===== src/dtpfs_regs.svh =====
// constants for the debug/trace pin function select block
// assumes the per-pin configuration words are held elsewhere and arrive as plain ports
`ifndef DTPFS_REGS_SVH
`define DTPFS_REGS_SVH

// bit of the debug configuration word that releases debug pins to gpio
`define DTPFS_DBG_RELEASE_BIT 5
// low bit of each pin's 4-bit field in its configuration word
`define DTPFS_PC1_FIELD_LSB 4
`define DTPFS_PC0_FIELD_LSB 0
`define DTPFS_PB0_FIELD_LSB 0
`define DTPFS_PB7_FIELD_LSB 12
// field encodings
`define DTPFS_ENC_ANALOG 4'h0
`define DTPFS_ENC_ALT_OUT 4'h9
`define DTPFS_ENC_ALT_OD 4'hD
// pin slots in the six-pin vectors
`define DTPFS_IDX_C3 0
`define DTPFS_IDX_C4 1
`define DTPFS_IDX_B0 2
`define DTPFS_IDX_C1 3
`define DTPFS_IDX_C0 4
`define DTPFS_IDX_B7 5
`define DTPFS_NUM_PINS 6
// interrupt routing: other digital pins and the default selector value
`define DTPFS_NUM_GPIO 24
`define DTPFS_IRQ_SEL_DEFAULT 5'h1F
// reset values
`define DTPFS_RST_PINS 6'h00
`define DTPFS_RST_IRQ 1'h0
`define DTPFS_RST_DEBUG_TEST_RESET_N 1'h1

`endif


===== src/dtpfs_pkg.sv =====
// types for the debug/trace pin function select block
// assumes dtpfs_regs.svh supplies the numeric constants
package dtpfs_pkg;

  typedef enum logic [3:0] {
    DTPFS_PM_GPIO = 4'h1,
    DTPFS_PM_ALT = 4'h2,
    DTPFS_PM_ALT_OD = 4'h4,
    DTPFS_PM_ANALOG = 4'h8
  } dtpfs_pin_mode_e;

  typedef enum logic [1:0] {
    DTPFS_DBG_JTAG = 2'h1,
    DTPFS_DBG_SWD = 2'h2
  } dtpfs_dbg_mode_e;

  typedef enum logic [1:0] {
    DTPFS_TW_NONE = 2'h0,
    DTPFS_TW_ONE = 2'h1,
    DTPFS_TW_TWO = 2'h2,
    DTPFS_TW_FOUR = 2'h3
  } dtpfs_trace_width_e;

endpackage


===== src/dtpfs_pin_mux.sv =====
// pin function select for the debug, trace, interrupt, timer and analog pin group
// assumes pins are synchronous to clk; the debug port core decodes the
// serial-wire switch sequence and reports it as one-cycle requests.
`timescale 1ns/1ns
`include "dtpfs_regs.svh"

module dtpfs_pin_mux (
  input wire logic clk,
  input wire logic rst_b,
  input wire logic system_reset_n,
  input wire logic swd_switch_req,
  input wire logic jtag_switch_req,
  input wire logic [7:0] debug_pin_config,
  input wire logic [15:0] port_c_low_config,
  input wire logic [15:0] port_b_low_config,
  input wire logic [15:0] port_b_high_config,
  input wire logic trace_enable,
  input wire logic trace_async_sel,
  input wire dtpfs_pkg::dtpfs_trace_width_e trace_width,
  input wire logic trace_async_data,
  input wire logic sync_trace_clock,
  input wire logic sync_trace_bit_zero,
  input wire logic sync_trace_bit_one,
  input wire logic timer_one_ch2_out_en,
  input wire logic timer_one_channel_two,
  input wire logic ref_output_enable,
  input wire logic swd_dio_out,
  input wire logic swd_dio_oe,
  input wire logic [5:0] gpio_out,
  input wire logic [5:0] gpio_oe,
  input wire logic [5:0] pin_in,
  input wire logic [23:0] other_pin_in,
  input wire logic [4:0] interrupt_c_pin_select,
  input wire logic [4:0] interrupt_d_pin_select,
  output logic [5:0] pin_out,
  output logic [5:0] pin_oe,
  output logic [5:0] pin_pullup,
  output logic [5:0] pin_analog,
  output logic vref_drive,
  output logic debug_mode_swd,
  output logic debug_test_data_in,
  output logic debug_test_mode_select,
  output logic swd_dio_in,
  output logic debug_test_reset_n,
  output logic ext_interrupt_a,
  output logic ext_interrupt_c,
  output logic ext_interrupt_d,
  output logic timer_one_channel_two_in,
  output logic timer_one_ext_clock,
  output logic timer_two_clock_mask,
  output logic [5:0] gpio_in
);
  import dtpfs_pkg::*;

  ////////////////////////////////////////////////////////////////////////////
  // helpers

  function automatic dtpfs_pin_mode_e pin_mode(input logic [3:0] field);
    if (field == `DTPFS_ENC_ANALOG)
    begin
      pin_mode = DTPFS_PM_ANALOG;
    end
    else if (field == `DTPFS_ENC_ALT_OUT)
    begin
      pin_mode = DTPFS_PM_ALT;
    end
    else if (field == `DTPFS_ENC_ALT_OD)
    begin
      pin_mode = DTPFS_PM_ALT_OD;
    end
    else
    begin
      pin_mode = DTPFS_PM_GPIO;
    end
  endfunction

  // returns {out, oe}; open-drain only ever pulls low
  function automatic logic [1:0] pad_drive(input dtpfs_pin_mode_e m, input logic alt_ok,
                                           input logic alt_val, input logic g_o, input logic g_oe);
    case (m)
      DTPFS_PM_ALT:    pad_drive = {alt_val & alt_ok, alt_ok};
      DTPFS_PM_ALT_OD: pad_drive = {1'b0, alt_ok & ~alt_val};
      DTPFS_PM_GPIO:   pad_drive = {g_o, g_oe};
      default:         pad_drive = 2'b00;
    endcase
  endfunction

  function automatic logic route_irq(input logic [4:0] sel, input logic [23:0] pins,
                                     input logic dflt);
    if (sel < 5'(`DTPFS_NUM_GPIO))
    begin
      route_irq = pins[sel];
    end
    else
    begin
      route_irq = dflt;
    end
  endfunction

  ////////////////////////////////////////////////////////////////////////////
  // debug port mode

  dtpfs_dbg_mode_e mode_ff;
  dtpfs_dbg_mode_e nxt_mode;

  always_comb
  begin
    nxt_mode = mode_ff;
    if (!system_reset_n)
    begin
      nxt_mode = DTPFS_DBG_JTAG;
    end
    else
    begin
      case (mode_ff)
        DTPFS_DBG_JTAG: if (swd_switch_req) nxt_mode = DTPFS_DBG_SWD;
        DTPFS_DBG_SWD:  if (jtag_switch_req) nxt_mode = DTPFS_DBG_JTAG;
        default:        nxt_mode = DTPFS_DBG_JTAG;
      endcase
    end
  end

  always_ff @(posedge clk or negedge rst_b)
  begin
    if (!rst_b)
    begin
      mode_ff <= DTPFS_DBG_JTAG;
    end
    else
    begin
      mode_ff <= nxt_mode;
    end
  end

  ////////////////////////////////////////////////////////////////////////////
  // pin decode

  logic released;
  logic is_swd;
  logic is_jtag;
  dtpfs_pin_mode_e m_c1;
  dtpfs_pin_mode_e m_c0;
  dtpfs_pin_mode_e m_b0;
  dtpfs_pin_mode_e m_b7;
  logic trace1_on;
  logic swo_sel;
  logic trace0_sel;
  logic debug_test_reset_on;
  logic [5:0] nxt_out;
  logic [5:0] nxt_oe;
  logic [5:0] nxt_pu;
  logic [5:0] nxt_an;
  logic [1:0] drv;

  assign m_c1 = pin_mode(port_c_low_config[`DTPFS_PC1_FIELD_LSB +: 4]);
  assign m_c0 = pin_mode(port_c_low_config[`DTPFS_PC0_FIELD_LSB +: 4]);
  assign m_b0 = pin_mode(port_b_low_config[`DTPFS_PB0_FIELD_LSB +: 4]);
  assign m_b7 = pin_mode(port_b_high_config[`DTPFS_PB7_FIELD_LSB +: 4]);

  assign released = debug_pin_config[`DTPFS_DBG_RELEASE_BIT];
  assign is_swd = (mode_ff == DTPFS_DBG_SWD);
  assign is_jtag = (mode_ff == DTPFS_DBG_JTAG);
  // trace bit one needs two or four wires
  assign trace1_on = trace_enable && (m_c0 == DTPFS_PM_ALT || m_c0 == DTPFS_PM_ALT_OD)
                     && (trace_width == DTPFS_TW_TWO || trace_width == DTPFS_TW_FOUR);
  assign swo_sel = trace_enable && trace_async_sel;
  assign trace0_sel = trace_enable && !trace_async_sel && (trace_width != DTPFS_TW_NONE);
  // test reset only in jtag without trace bit one
  assign debug_test_reset_on = is_jtag && !released && !trace1_on;

  always_comb
  begin
    nxt_out = 6'h00;
    nxt_oe = 6'h00;
    nxt_pu = 6'h00;
    nxt_an = 6'h00;
    drv = 2'b00;

    if (released || is_swd)
    begin
      nxt_out[`DTPFS_IDX_C3] = gpio_out[`DTPFS_IDX_C3];
      nxt_oe[`DTPFS_IDX_C3] = gpio_oe[`DTPFS_IDX_C3];
    end
    else
    begin
      nxt_pu[`DTPFS_IDX_C3] = 1'b1;
    end

    if (released)
    begin
      nxt_out[`DTPFS_IDX_C4] = gpio_out[`DTPFS_IDX_C4];
      nxt_oe[`DTPFS_IDX_C4] = gpio_oe[`DTPFS_IDX_C4];
    end
    else
    begin
      nxt_pu[`DTPFS_IDX_C4] = 1'b1;
      if (is_swd)
      begin
        nxt_out[`DTPFS_IDX_C4] = swd_dio_out;
        nxt_oe[`DTPFS_IDX_C4] = swd_dio_oe;
      end
    end

    drv = pad_drive(m_b0, trace_enable, sync_trace_clock, gpio_out[`DTPFS_IDX_B0],
                    gpio_oe[`DTPFS_IDX_B0]);
    nxt_out[`DTPFS_IDX_B0] = drv[1];
    nxt_oe[`DTPFS_IDX_B0] = drv[0];
    nxt_an[`DTPFS_IDX_B0] = (m_b0 == DTPFS_PM_ANALOG);

    // async trace or trace bit zero
    drv = pad_drive(m_c1, swo_sel || trace0_sel,
                    swo_sel ? trace_async_data : sync_trace_bit_zero,
                    gpio_out[`DTPFS_IDX_C1], gpio_oe[`DTPFS_IDX_C1]);
    nxt_out[`DTPFS_IDX_C1] = drv[1];
    nxt_oe[`DTPFS_IDX_C1] = drv[0];
    nxt_an[`DTPFS_IDX_C1] = (m_c1 == DTPFS_PM_ANALOG);

    // test reset pin: trace, debug input, or gpio
    if (trace1_on)
    begin
      drv = pad_drive(m_c0, 1'b1, sync_trace_bit_one, 1'b0, 1'b0);
      nxt_out[`DTPFS_IDX_C0] = drv[1];
      nxt_oe[`DTPFS_IDX_C0] = drv[0];
    end
    else if (debug_test_reset_on)
    begin
      nxt_pu[`DTPFS_IDX_C0] = 1'b1;
    end
    else
    begin
      nxt_out[`DTPFS_IDX_C0] = gpio_out[`DTPFS_IDX_C0];
      nxt_oe[`DTPFS_IDX_C0] = gpio_oe[`DTPFS_IDX_C0];
    end

    drv = pad_drive(m_b7, timer_one_ch2_out_en, timer_one_channel_two,
                    gpio_out[`DTPFS_IDX_B7], gpio_oe[`DTPFS_IDX_B7]);
    nxt_out[`DTPFS_IDX_B7] = drv[1];
    nxt_oe[`DTPFS_IDX_B7] = drv[0];
    nxt_an[`DTPFS_IDX_B7] = (m_b7 == DTPFS_PM_ANALOG);
  end

  ////////////////////////////////////////////////////////////////////////////
  // pad registers

  always_ff @(posedge clk or negedge rst_b)
  begin
    if (!rst_b)
    begin
      pin_out <= `DTPFS_RST_PINS;
      pin_oe <= `DTPFS_RST_PINS;
      pin_pullup <= `DTPFS_RST_PINS;
      pin_analog <= `DTPFS_RST_PINS;
      vref_drive <= 1'b0;
    end
    else
    begin
      pin_out <= nxt_out;
      pin_oe <= nxt_oe;
      pin_pullup <= nxt_pu;
      pin_analog <= nxt_an;
      vref_drive <= (m_b0 == DTPFS_PM_ANALOG) && ref_output_enable;
    end
  end

  ////////////////////////////////////////////////////////////////////////////
  // inward signals

  always_ff @(posedge clk or negedge rst_b)
  begin
    if (!rst_b)
    begin
      debug_mode_swd <= 1'b0;
      debug_test_data_in <= 1'b0;
      debug_test_mode_select <= 1'b0;
      swd_dio_in <= 1'b0;
      debug_test_reset_n <= `DTPFS_RST_DEBUG_TEST_RESET_N;
      gpio_in <= `DTPFS_RST_PINS;
    end
    else
    begin
      debug_mode_swd <= (nxt_mode == DTPFS_DBG_SWD);
      debug_test_data_in <= pin_in[`DTPFS_IDX_C3];
      debug_test_mode_select <= pin_in[`DTPFS_IDX_C4];
      swd_dio_in <= pin_in[`DTPFS_IDX_C4];
      // reset held inactive when not taken
      debug_test_reset_n <= debug_test_reset_on ? pin_in[`DTPFS_IDX_C0] : 1'b1;
      gpio_in <= pin_in;
    end
  end

  // inputs stay connected whatever the output function, as on a schmitt pad
  always_ff @(posedge clk or negedge rst_b)
  begin
    if (!rst_b)
    begin
      ext_interrupt_a <= `DTPFS_RST_IRQ;
      ext_interrupt_c <= `DTPFS_RST_IRQ;
      ext_interrupt_d <= `DTPFS_RST_IRQ;
      timer_one_channel_two_in <= 1'b0;
      timer_one_ext_clock <= 1'b0;
      timer_two_clock_mask <= 1'b0;
    end
    else
    begin
      ext_interrupt_a <= pin_in[`DTPFS_IDX_B0];
      ext_interrupt_c <= route_irq(interrupt_c_pin_select, other_pin_in, pin_in[`DTPFS_IDX_B7]);
      ext_interrupt_d <= route_irq(interrupt_d_pin_select, other_pin_in, pin_in[`DTPFS_IDX_C0]);
      timer_one_channel_two_in <= pin_in[`DTPFS_IDX_B7];
      timer_one_ext_clock <= pin_in[`DTPFS_IDX_B0];
      timer_two_clock_mask <= pin_in[`DTPFS_IDX_B0];
    end
  end

  ////////////////////////////////////////////////////////////////////////////
  // checks

  a_sysreset_to_jtag:
    assert property (@(posedge clk) disable iff (!rst_b)
      !system_reset_n |=> !debug_mode_swd && is_jtag)
    else $error("debug mode not jtag after system reset");

  a_swdio_drive:
    assert property (@(posedge clk) disable iff (!rst_b)
      is_swd && !released |=> pin_oe[`DTPFS_IDX_C4] == $past(swd_dio_oe))
    else $error("serial-wire data enable not passed to pin");

  a_tms_gpio_held:
    assert property (@(posedge clk) disable iff (!rst_b)
      !released && is_jtag |=> !pin_oe[`DTPFS_IDX_C4] && pin_pullup[`DTPFS_IDX_C4])
    else $error("mode-select pin driven while debug owns it");

  a_tdi_release:
    assert property (@(posedge clk) disable iff (!rst_b)
      released || is_swd |=> pin_oe[`DTPFS_IDX_C3] == $past(gpio_oe[`DTPFS_IDX_C3]))
    else $error("data-in pin not released to gpio");

  a_debug_test_reset_gate:
    assert property (@(posedge clk) disable iff (!rst_b)
      !is_jtag || trace1_on |=> debug_test_reset_n)
    else $error("test reset taken outside jtag");

  a_pullup_tdi:
    assert property (@(posedge clk) disable iff (!rst_b)
      pin_pullup[`DTPFS_IDX_C3] |-> $past(is_jtag) && !$past(released))
    else $error("data-in pull-up outside debug use");

  a_trace_one_out:
    assert property (@(posedge clk) disable iff (!rst_b)
      trace1_on && m_c0 == DTPFS_PM_ALT |=> pin_oe[`DTPFS_IDX_C0]
        && pin_out[`DTPFS_IDX_C0] == $past(sync_trace_bit_one))
    else $error("trace bit one not on pin");

  a_trace_clk_off:
    assert property (@(posedge clk) disable iff (!rst_b)
      !trace_enable && m_b0 == DTPFS_PM_ALT |=> !pin_oe[`DTPFS_IDX_B0])
    else $error("trace clock driven while trace off");

  a_timer_out_gate:
    assert property (@(posedge clk) disable iff (!rst_b)
      m_b7 == DTPFS_PM_ALT ##1 pin_oe[`DTPFS_IDX_B7] |-> $past(timer_one_ch2_out_en))
    else $error("timer output driven without enable");

  a_analog_excl:
    assert property (@(posedge clk) disable iff (!rst_b)
      pin_analog[`DTPFS_IDX_B7] |-> !pin_oe[`DTPFS_IDX_B7])
    else $error("analog pin also driven digitally");

  a_vref_gate:
    assert property (@(posedge clk) disable iff (!rst_b)
      vref_drive |-> pin_analog[`DTPFS_IDX_B0] && $past(ref_output_enable))
    else $error("reference driven without enable");

endmodule // dtpfs_pin_mux


===== config.mk =====
export PLATFORM = sky130hd
export DESIGN_NAME = dtpfs_pin_mux
export DESIGN_NICKNAME = d
export VERILOG_FILES = /design/src/dtpfs_pkg.sv /design/src/dtpfs_pin_mux.sv
export VERILOG_INCLUDE_DIRS = /design/src /design/src/src
export SDC_FILE = /design/constraint.sdc
export NUM_CORES = 1
export LEC_CHECK = 0
export ABC_AREA = 0
export BUFFER_PORTS_ARGS = -buffer_cell sky130_fd_sc_hd__buf_2
export CAP_MARGIN = 30
export CORE_ASPECT_RATIO = 0.6
export CORE_UTILIZATION = 39
export CTS_BUF_LIST = sky130_fd_sc_hd__clkbuf_16
export DETAILED_ROUTE_END_ITERATION = 7
export PLACE_DENSITY = 0.85
export RECOVER_POWER = 50
export SLEW_MARGIN = 10
export SYNTH_ARGS = -nofsm -noshare
export SYNTH_HDL_FRONTEND = slang
export SYNTH_SLANG_ARGS = --single-unit

===== constraint.sdc =====
create_clock -name clk -period 3.3 [get_ports clk]
set_input_delay 0.165 -clock clk [delete_from_list [all_inputs] [get_ports clk]]
set_output_delay 0.165 -clock clk [all_outputs]
set_load 0.02 [all_outputs]

======== Yosys cells after proc, flatten, opt, wreduce, memory -nomap -nowiden ========
Index checks and enable logic that the tools add are counted.
word-level totals
  input port bits ......................... 126
  register bits ........................... 35
  word-level logic and storage cells ...... 118
  output and inout port bits .............. 42
cells by class
  equal/unequal tests ..................... 27
  bitwise logic cells ..................... 10
  mux-type cells .......................... 42
  reductions and logical operators ........ 20
  $lt $le $gt $ge ......................... 4
operators with widths
  operator              count
  $eq A4 B4 Y1 const B  11
  $mux W3               8
  $mux W1               20
  $pmux W2 S3           3
  $eq A4 B2 Y1 const B  4
  $eq A4 B3 Y1 const B  4
  $logic_not A4 Y1      4
  $mux W4               4
  $eq A4 B1 Y1 const B  3
  $lt A5 B6 Y1 const B  2
  $bmux W1 S5           2
  $lt A5 B5 Y1 const B  2
  $eq A2 B2 Y1 const B  4
  $logic_and A1 B1 Y1   8
  $pmux W2 S2           2
  $and A1 B1 Y1         6
  $mux W2               3
  $logic_or A1 B1 Y1    4
  $not A1 Y1            4
  $logic_not A1 Y1      3
  $eq A2 B1 Y1 const B  1
  $reduce_bool A2 Y1    1

======== Longest topological paths before layout ========
Gate-level depths: netlist (run 1).
  depth in word-level cells ............... 12
  depth in mapped cells ................... 6
  mapped depth without buffers ............ 6

======== Least setup slack after synthesis (run 1) ========
Ideal clock, no wire load.
  kind .................................... input to register
  from .................................... input port interrupt_d_pin_select[0]
  to ...................................... register ext_interrupt_d
  arrival time ............................ 1.269 ns
  stages .................................. 5
  slack ................................... 1.890 ns
  required time ........................... 3.159 ns
  buffers on the path ..................... 1
  library setup time ...................... 0.141 ns
  cell sequence ........................... buf_6 > mux4_1 > mux2_2 > o22ai_2 > a2111oi_2
between the ends
  longest elaborated chain between the ends .. 3
  elaborated cells on any way between the ends .. 4
  those cells by class .................... order compare (1); mux (3)
RTL lines
  what                           RTL line              source
  start, declared                dtpfs_pin_mux.sv:34   input wire logic [4:0] interrupt_d_pin_select,
  $bmux W1 S5                    dtpfs_pin_mux.sv:92   route_irq = pins[sel];
  $mux W1 (implied by the code)  dtpfs_pin_mux.sv:92
  $mux W1 (*)                    dtpfs_pin_mux.sv:90   if (sel < 5'(`DTPFS_NUM_GPIO))
  end signal, assigned           dtpfs_pin_mux.sv:298  ext_interrupt_d <= `DTPFS_RST_IRQ;
  end signal, assigned           dtpfs_pin_mux.sv:307  ext_interrupt_d <= route_irq(interrupt_d_pin_select, other_pin_in, pin_in[`DTPFS_IDX_C0]);
  end, declared                  dtpfs_pin_mux.sv:47   output logic ext_interrupt_d,
Mark *: on every way between the ends. The rest lies on a longest branch, timed or not. The select of a mux whose other input is x is not followed.

==> results of run 1 <==
## sequential cells by signal, summed over array words and instances (netlist names)
name / count
debug_mode_swd: 1
debug_test_reset_n: 1
ext_interrupt_c: 1
ext_interrupt_d: 1
gpio_in: 6
mode_ff: 2
pin_analog: 3
pin_oe: 6
pin_out: 6
pin_pullup: 3
vref_drive: 1
## layer usage
layer / vias up / track usage
li1: 772 / -
met1: 741 / 0.221
met2: 74 / 0.335
met3: 5 / 0.0782
met4: 0 / 0.0484
met5: - / 0
## where the power goes
| part | leakage, µW | internal, µW | switching [µW] |
|---|---|---|---|
| combinational | 0.000731 | 138 | 182 |
| clock | 0.0000701 | 270 | 140 |
| sequential | 0.000380 | 432 | 17.7 |
| total | 0.00118 | 841 | 339 |
## per-stage QoR
stage | util | power, µW
floorplan | - | 660
global placement | 0.557 | 778
detailed placement | 0.557 | 788
CTS | 0.596 | 1210
global route | 0.588 | 1260
finish | 0.588 | 1180
## cell families after synthesis
group,Yosys count
simple gates,47
compound gates,26
mux,17
buf+inv,20
fa+ha+maj,2
other cells,1
flops,31
## final timing paths
path / from / to / cells past startpoint
min in group asynchronous: rst_b / pin_pullup[1] / 2
setup reg to reg: mode_ff[0] / mode_ff[1] / 5
hold reg to reg: mode_ff[1] / mode_ff[1] / 2
max in group clk: mode_ff[0] / mode_ff[1] / 5
setup / recovery: rst_b / gpio_in[3] / 2
hold / removal: pin_in[3] / gpio_in[3] / 1
## cell type report
type / instances / share of cell area
Multi-Input combinational cell: 98 / 0.345
Sequential cell: 31 / 0.316
Timing Repair Buffer: 126 / 0.245
Clock buffer: 5 / 0.0508
Tap cell: 60 / 0.0305
Inverter: 5 / 0.00762
Clock inverter: 3 / 0.00457
## cells in the mapped netlist (2+ instances only)
library cell	count
mux4_2	7
mux2i_1	3
nand2_1	8
nor4_1	2
nor2b_1	5
a31oi_1	2
o21ai_1	2
nand3b_1	4
dfrtp_1	29
or3_1	2
nor2_1	13
nor3b_1	2
buf_4	13
inv_1	4
mux4_1	5
a22o_1	2
a21oi_1	6
and2_1	2
dfstp_2	2
a2111oi_2	2
ha_1	2
## placed cells by master (no fill, tap or decap), types with 5 or more instances in the layout
cell type	count
nand2_1	8
a21oi_1	6
buf_2	85
mux4_1	5
nor2_1	13
dfrtp_1	29
inv_1	5
nor2b_1	5
conb_1	6
clkbuf_1	37
clkbuf_16	5
mux4_2	7
## repair_timing
action                    CTS  global route
setup buffers               0             0
hold buffers                3             1
gates resized for setup     0             0
hold endpoints to repair   31             1
==> results.toml, run 1 <==
[status]
status = "finished, violations left"
violations = "capacitance limit, slew limit"

[clock_tree]
clkLatencyLatePin_ps = 270
cts.path.max_buffers = 2
cts_tree = "yes"
clk_pin_slew_ps = 40
cts_max_level = 2
cts_root_buf = "clkbuf_16"
cts_sinks = 31
cts_buffers = 5

[global_routing]
grt_use_total = 0.191
grt_pass1_vias = 1511
grt_pass1_wl_mm = 6.52
grt_max_degree = 32
antenna_found_initial = 0
overflow = 0

[critical_path]
cpPeakStageDelay_ps = 1160
start_kind = "input port"
critPathRequiredTime_ps = 3380
path_cells = "dlygate4sd3_1 > clkbuf_1"
worstSetupEndpointType = "async pin"
critPathKind = "in -> async"
cp_max_fo = 31
path_buf_inv = 2
critPathSlowestCell = "clkbuf_1"
worst_ep_arrival_time_ps = 1860
crit_family = "buffers and inverters"
r2r_slack_ps = 1880

[logic_synthesis]
avgSynthCellArea_um2 = 12.1
synth_compound_area_frac = 0.114
synthMuxAreaShare = 0.196
synthDistinctLibCells = 48
yosysTopAreaCellShare = 0.417
synthAdderAreaFrac = 0.0144
yosysWarnings = 0
synth_area_um2 = 1740
yosysSeqAreaShare = 0.447
netlist_top_cells_area = "dfrtp_1, mux4_2, mux4_1, buf_4, dfstp_2"
async_flop_share = 1.00
synth_top_area_cell = "dfrtp_1"
syn_inst = 144
synth_edf_count = 0
synth_top_family_by_area = "multiplexers"
ys_seq_elements = 31
synth-simple-area-share = 0.150
synth-xor-area-share = 0
synthFlopType = "dfrtp_1"

[drt]
ant_nets = 0
wl_met2_mm = 2.13
top_layer = "met4"
via_per_inst = 4.85
wirelength_met1_mm = 1.77
met3_length_um = 373
drt_iter0_markers = 35
vias = 1592
drtPass1Iterations = 5
wl_mm = 4.30
wl_per_cell_um = 13.1
drc_errors = 0

[pwr]
leakage_uw = 0.00118
power_density_nw_per_um2 = 479
ir_drop_uv = 295

[sta]
tns_ps = 0
relSlewSlack = -0.0675
drv_slew = 32
hold_ws_ps = 16.7
finalSetupViolations = 0
worst_slack_ps = 1520
tightest_slew_ps = 1600
hold_viol = 0
clock.fmax_mhz = 561
skew_ps = 5.02
rsz0062_at_grt = "false"
fin_crit_ps = 1780
fin_crit_sh = 0.540

[floorplanning]
core_area_um2 = 4190
die_width_um = 88.3
num_io_pins = 168
rows = 18
die_area_um2 = 4750
start_util = 0.416
die_y_um = 53.8

[placement]
pre_cts_slack_ps = 1710
gp_congestion = 0.772
dp_hpwl_mm = 3.65
dp_cells = 316
portBuffers = 122
placed_area_um2 = 2330

[layout]
final_nets = 395
design_area_um2 = 2460
multiInputGateArea_um2 = 850
regArea_um2 = 778
diodes = 0
stdcell_count = 328
drive_gt1_frac = 0.392
area_growth_pct = 41.4
fill_cells = 393

[flow_run]
maxCapViolCount = 1

[hold_path]
min_path_type = "in -> reg"
(Power assumes the default switching activity.)
==> run 2: changes to the inputs <==
--- a/config.mk
+++ b/config.mk
@@ -10,10 +10,10 @@
 export BUFFER_PORTS_ARGS = -buffer_cell sky130_fd_sc_hd__buf_2
 export CAP_MARGIN = 30
 export CORE_ASPECT_RATIO = 0.6
-export CORE_UTILIZATION = 39
+export CORE_UTILIZATION = 33
 export CTS_BUF_LIST = sky130_fd_sc_hd__clkbuf_16
 export DETAILED_ROUTE_END_ITERATION = 7
-export PLACE_DENSITY = 0.85
+export PLACE_DENSITY = 0.77
 export RECOVER_POWER = 50
 export SLEW_MARGIN = 10
 export SYNTH_ARGS = -nofsm -noshare
==> constraint.sdc (replaced) <==
create_clock -name clk -period 1.5 [get_ports clk]
set_input_delay 0.075 -clock clk [delete_from_list [all_inputs] [get_ports clk]]
set_output_delay 0.075 -clock clk [all_outputs]
set_load 0.02 [all_outputs]
==> results.toml, run 2 (synthesis gave the netlist of run 1 again) <==
[sta]
drv_slew = 0
fin_crit_sh = 0.916
clock.fmax_mhz = 728
tns_ps = 0
rsz0062_at_grt = "false"
fin_crit_ps = 1370
finalSetupViolations = 0
skew_ps = 0.829
hold_viol = 0
relSlewSlack = 0.487
tightest_slew_ps = 770

[floorplanning]
rows = 20
die_width_um = 95.8
start_util = 0.343
die_area_um2 = 5580
core_area_um2 = 5080
num_io_pins = 168
die_y_um = 58.3

[critical_path]
cp_max_fo = 5
startpoint = "mode_ff[0]"
critPathKind = "reg -> reg"
worstSetupEndpointType = "register"
r2r-start = "mode_ff[0]"
worst_ep_arrival_time_ps = 1530
reg2reg_depth = 5
start_kind = "register"
critPathRequiredTime_ps = 1650

[clock_tree]
cts_tree = "yes"
cts_max_level = 2
cts_root_buf = "clkbuf_16"
clk_pin_slew_ps = 50
cts_buffers = 5
cts_sinks = 31
cts_setup_buffers = 0
cts.path.max_buffers = 2
clkLatencyLatePin_ps = 270

[hold_path]
min_path_type = "in -> reg"
min-delay-start = "port_c_low_config[5]"
hold_path_depth = 2

[global_routing]
grt_use_total = 0.166
grt_max_degree = 32
antenna_found_initial = 0
grt_pass1_wl_mm = 6.78
grt_pass1_vias = 1516
overflow = 0

[drt]
drtPass1Iterations = 4
wl_mm = 4.42
drt_iter0_markers = 26
wl_per_cell_um = 13.0
via_per_inst = 4.77
drc_errors = 0
vias = 1627
ant_nets = 0

[pwr]
ir_drop_uv = 413
leakage_uw = 0.00120
power_density_nw_per_um2 = 1050

[layout]
final_nets = 402
fill_cells = 517
area_growth_pct = 46.0
regArea_um2 = 778
diodes = 0
multiInputGateArea_um2 = 856
drive_gt1_frac = 0.389
final_cell_mix = "buf_2, clkbuf_1, dfrtp_1, nor2_1, dlygate4sd3_1"
finish.utilization = 0.500
final_common_cell = "buf_2"
design_area_um2 = 2540
top_regs = "gpio_in x6, pin_oe x6, pin_out x6"

[status]
status = "finished, final reports clean"

[placement]
gp_congestion = 0.752
portBuffers = 122
dp_hpwl_mm = 3.63
placed_area_um2 = 2350

[flow_run]
maxCapViolCount = 0
run 2: layout make-up:
type	count	area share
clock buffers	5	0.0492
flip-flops and latches	31	0.306
well taps	66	0.0325
repair buffers	133	0.262
clock inverters	3	0.00591
inverters	5	0.00738
multi-input cells	98	0.337
run 2: repair_timing:
item | in CTS | in global routing
hold endpoints to repair | 37 | 0
endpoints found under the setup margin | 0 | 2
gates resized for setup | 0 | 1
hold buffers | 9 | 0
run 2: worst paths after layout:
| path | endpoint | slack, ps |
|---|---|---|
| setup / recovery | mode_ff[1] | 130 |
| hold / removal | pin_analog[3] | 8 |
| setup reg to reg | mode_ff[1] | 130 |
| hold reg to reg | mode_ff[1] | 570 |
| max in group asynchronous | vref_drive | 600 |
| min in group asynchronous | pin_oe[5] | 420 |
run 2: report_power, final:
group          switching [µW]  internal (µW)
Combinational             416            328
Sequential               35.6            950
Clock                     331            601
Total                     783           1880
run 2: through the flow:
| step | power, µW | hold WS (ps) | std cells | worst slack, ps |
|---|---|---|---|---|
| 2_1_floorplan | 1450 | -221 | 149 | 180 |
| 3_3_place_gp | 1720 | 159 | 324 | 65.3 |
| 3_5_place_dp | 1730 | 157 | 324 | 55.7 |
| 4_1_cts | 2690 | 0.809 | 341 | 73.5 |
| 5_1_grt | 2840 | 17.2 | 341 | 20.9 |
| 6_report | 2660 | 7.81 | 341 | 125 |
run 2: layer usage:
layer | vias to the layer above | GRT usage | share of wire
met2 | 84 | 0.274 | 0.46
li1 | 784 | - | -
met3 | 4 | 0.0604 | 0.093
met5 | - | 0 | 0
met4 | 0 | 0.0320 | 0.0050
met1 | 755 | 0.212 | 0.45
run 2: worst max-delay path, cell delays in order, from the launching register on:
cell       delay, ps
dfstp_2          540
inv_1             40
ha_1             240
a21oi_1          200
a2bb2oi_2        180
nor3b_1           70
==> run 3: changes to the inputs <==
--- a/config.mk
+++ b/config.mk
@@ -8,12 +8,13 @@
 export LEC_CHECK = 0
 export ABC_AREA = 0
 export BUFFER_PORTS_ARGS = -buffer_cell sky130_fd_sc_hd__buf_2
-export CAP_MARGIN = 30
+export CELL_PAD_IN_SITES_DETAIL_PLACEMENT = 1
+export CELL_PAD_IN_SITES_GLOBAL_PLACEMENT = 2
 export CORE_ASPECT_RATIO = 0.6
-export CORE_UTILIZATION = 33
+export CORE_UTILIZATION = 17
 export CTS_BUF_LIST = sky130_fd_sc_hd__clkbuf_16
 export DETAILED_ROUTE_END_ITERATION = 7
-export PLACE_DENSITY = 0.77
+export PLACE_DENSITY = 0.75
 export RECOVER_POWER = 50
 export SLEW_MARGIN = 10
 export SYNTH_ARGS = -nofsm -noshare
==> results.toml, run 3 (synthesis gave the netlist of run 1 again) <==
[status]
status = "finished, final reports clean"

[sta]
drv_slew = 0
hold_viol = 0
relSlewSlack = 0.455
finalSetupViolations = 0
clock.fmax_mhz = 714
fin_crit_ps = 1400
tightest_slew_ps = 818
fin_crit_sh = 0.934
tns_ps = 0
skew_ps = 1.45
rsz0062_at_grt = "false"
worst_slack_ps = 98.8

[pwr]
fin_total_pwr_uw = 2770
p_int_uw = 1910
sequentialPowerShare = 0.357
ir_drop_uv = 348
sw_frac_of_total = 0.309
leakage_uw = 0.00131
power_density_nw_per_um2 = 1030
power.switching_uw = 856
power.clock.fraction = 0.357
p_comb_frac = 0.287

[drt]
drc_errors = 0
ant_nets = 0
drtPass1Iterations = 4
via_per_inst = 4.04
drt_iter0_markers = 39
wl_mm = 5.59
wl_per_cell_um = 13.5
vias = 1674

[placement]
pre_cts_slack_ps = 8.80
portBuffers = 122
placed_area_um2 = 2460
dp_cells = 396
dp_hpwl_mm = 4.74
gp_congestion = 0.718

[critical_path]
cp_max_fo = 4
r2r_slack_ps = 100
worstSetupEndpointType = "register"
start_kind = "register"
critPathRequiredTime_ps = 1690
critPathKind = "reg -> reg"
reg2reg_depth = 3
path_cells = "ha_1 > nand2_1 > or3_1"
critPathSlowestCell = "dfstp_2"
r2r-start = "mode_ff[0]"
timing.rr.end = "debug_test_reset_n"
startpoint = "mode_ff[0]"
cpPeakStageDelay_ps = 540
crit_path_end = "debug_test_reset_n"
worst_ep_arrival_time_ps = 1600

[floorplanning]
rows = 28
die_width_um = 133
start_util = 0.176
die_y_um = 80.4
num_io_pins = 168
core_area_um2 = 9910
die_area_um2 = 10700

[hold_path]
min_path_type = "in -> reg"
min-delay-start = "port_b_high_config[15]"

[global_routing]
grt_use_total = 0.106
grt_pass1_wl_mm = 8.73
antenna_found_initial = 0
overflow = 0
grt_max_degree = 32
grt_pass1_vias = 1747

[clock_tree]
cts.path.max_buffers = 2
cts_root_buf = "clkbuf_16"
cts_sinks = 31
cts_tree = "yes"
cts_max_level = 2
clk_pin_slew_ps = 50
cts_buffers = 5
clkLatencyLatePin_ps = 270

[layout]
final_common_cell = "buf_2"
fill_cells = 1183
drive_gt1_frac = 0.505
stdcell_count = 414
final_cell_mix = "buf_2, dfrtp_1, nor2_1, dlygate4sd3_1, clkbuf_1"
top_regs = "gpio_in x6, pin_oe x6, pin_out x6"
diodes = 0
design_area_um2 = 2700
final_nets = 406
area_growth_pct = 54.9

[flow_run]
maxCapViolCount = 0
run 3: changes by cell type in the layout (fill, tap and decap cells not counted), sizes merged:
cell         change
clkinvlp         +1
clkinv           -1
buf             +32
clkbuf          -29
dlygate4sd3      +1
run 3: stage by stage:
stage                      util  hold WS [ps]
after floorplan               -          -221
after global placement    0.248           129
after detailed placement  0.248           141
after CTS                 0.273          1.34
after global routing      0.272          13.1
final                     0.272          5.53
run 3: worst min-delay path by stage:
| stage | endpoint | slack (ps) | cells past startpoint |
|---|---|---|---|
| after CTS | pin_analog[5] | 1 | 2 |
| after global routing | pin_analog[5] | 10 | 2 |
| final | pin_analog[5] | 6 | 2 |
| after global placement | debug_mode_swd | 130 | 2 |
| after floorplan | debug_mode_swd | -220 | 0 |
| after detailed placement | debug_mode_swd | 140 | 2 |
run 3: final cells by class:
cell class / instances / area, µm² / area share
timing repair buffer: 137 / 731 / 0.271
sequential: 31 / 778 / 0.288
clock inverter: 3 / 20.0 / 0.00742
inverter: 5 / 18.8 / 0.00696
clock buffer: 5 / 125 / 0.0464
tap: 135 / 169 / 0.0626
multi-input combinational: 98 / 856 / 0.317
run 3: what timing repair did:
| item | in CTS | in global routing |
|---|---|---|
| setup buffers | 0 | 0 |
| hold buffers | 10 | 0 |
| endpoints found under the setup margin | 0 | 2 |
| endpoints found under the hold margin | 36 | 0 |
| resized for setup | 0 | 1 |
run 3: power groups by stage:
stage / Sequential (µW) / Clock [µW] / Combinational [µW]
global route: 1000 / 1070 / 868
CTS: 989 / 1030 / 790
global placement: 999 / 0 / 757
floorplan: 1110 / 0 / 343
finish: 987 / 987 / 794
detailed placement: 1000 / 0 / 769
run 3: per-layer routing:
| metal | GRT usage | up-vias | part of all wire |
|---|---|---|---|
| li1 | - | 787 | - |
| met1 | 0.147 | 808 | 0.50 |
| met2 | 0.159 | 77 | 0.42 |
| met3 | 0.0290 | 2 | 0.067 |
| met4 | 0.0345 | 0 | 0.0073 |
| met5 | 0 | - | 0 |
run 3: worst max-delay path, delay by kind of cell, from the launching register on:
family / cells / cell delay, ps
adder cells (fa/ha/maj): 1 / 220
AND/OR/NAND/NOR: 2 / 560
flip-flops: 1 / 540
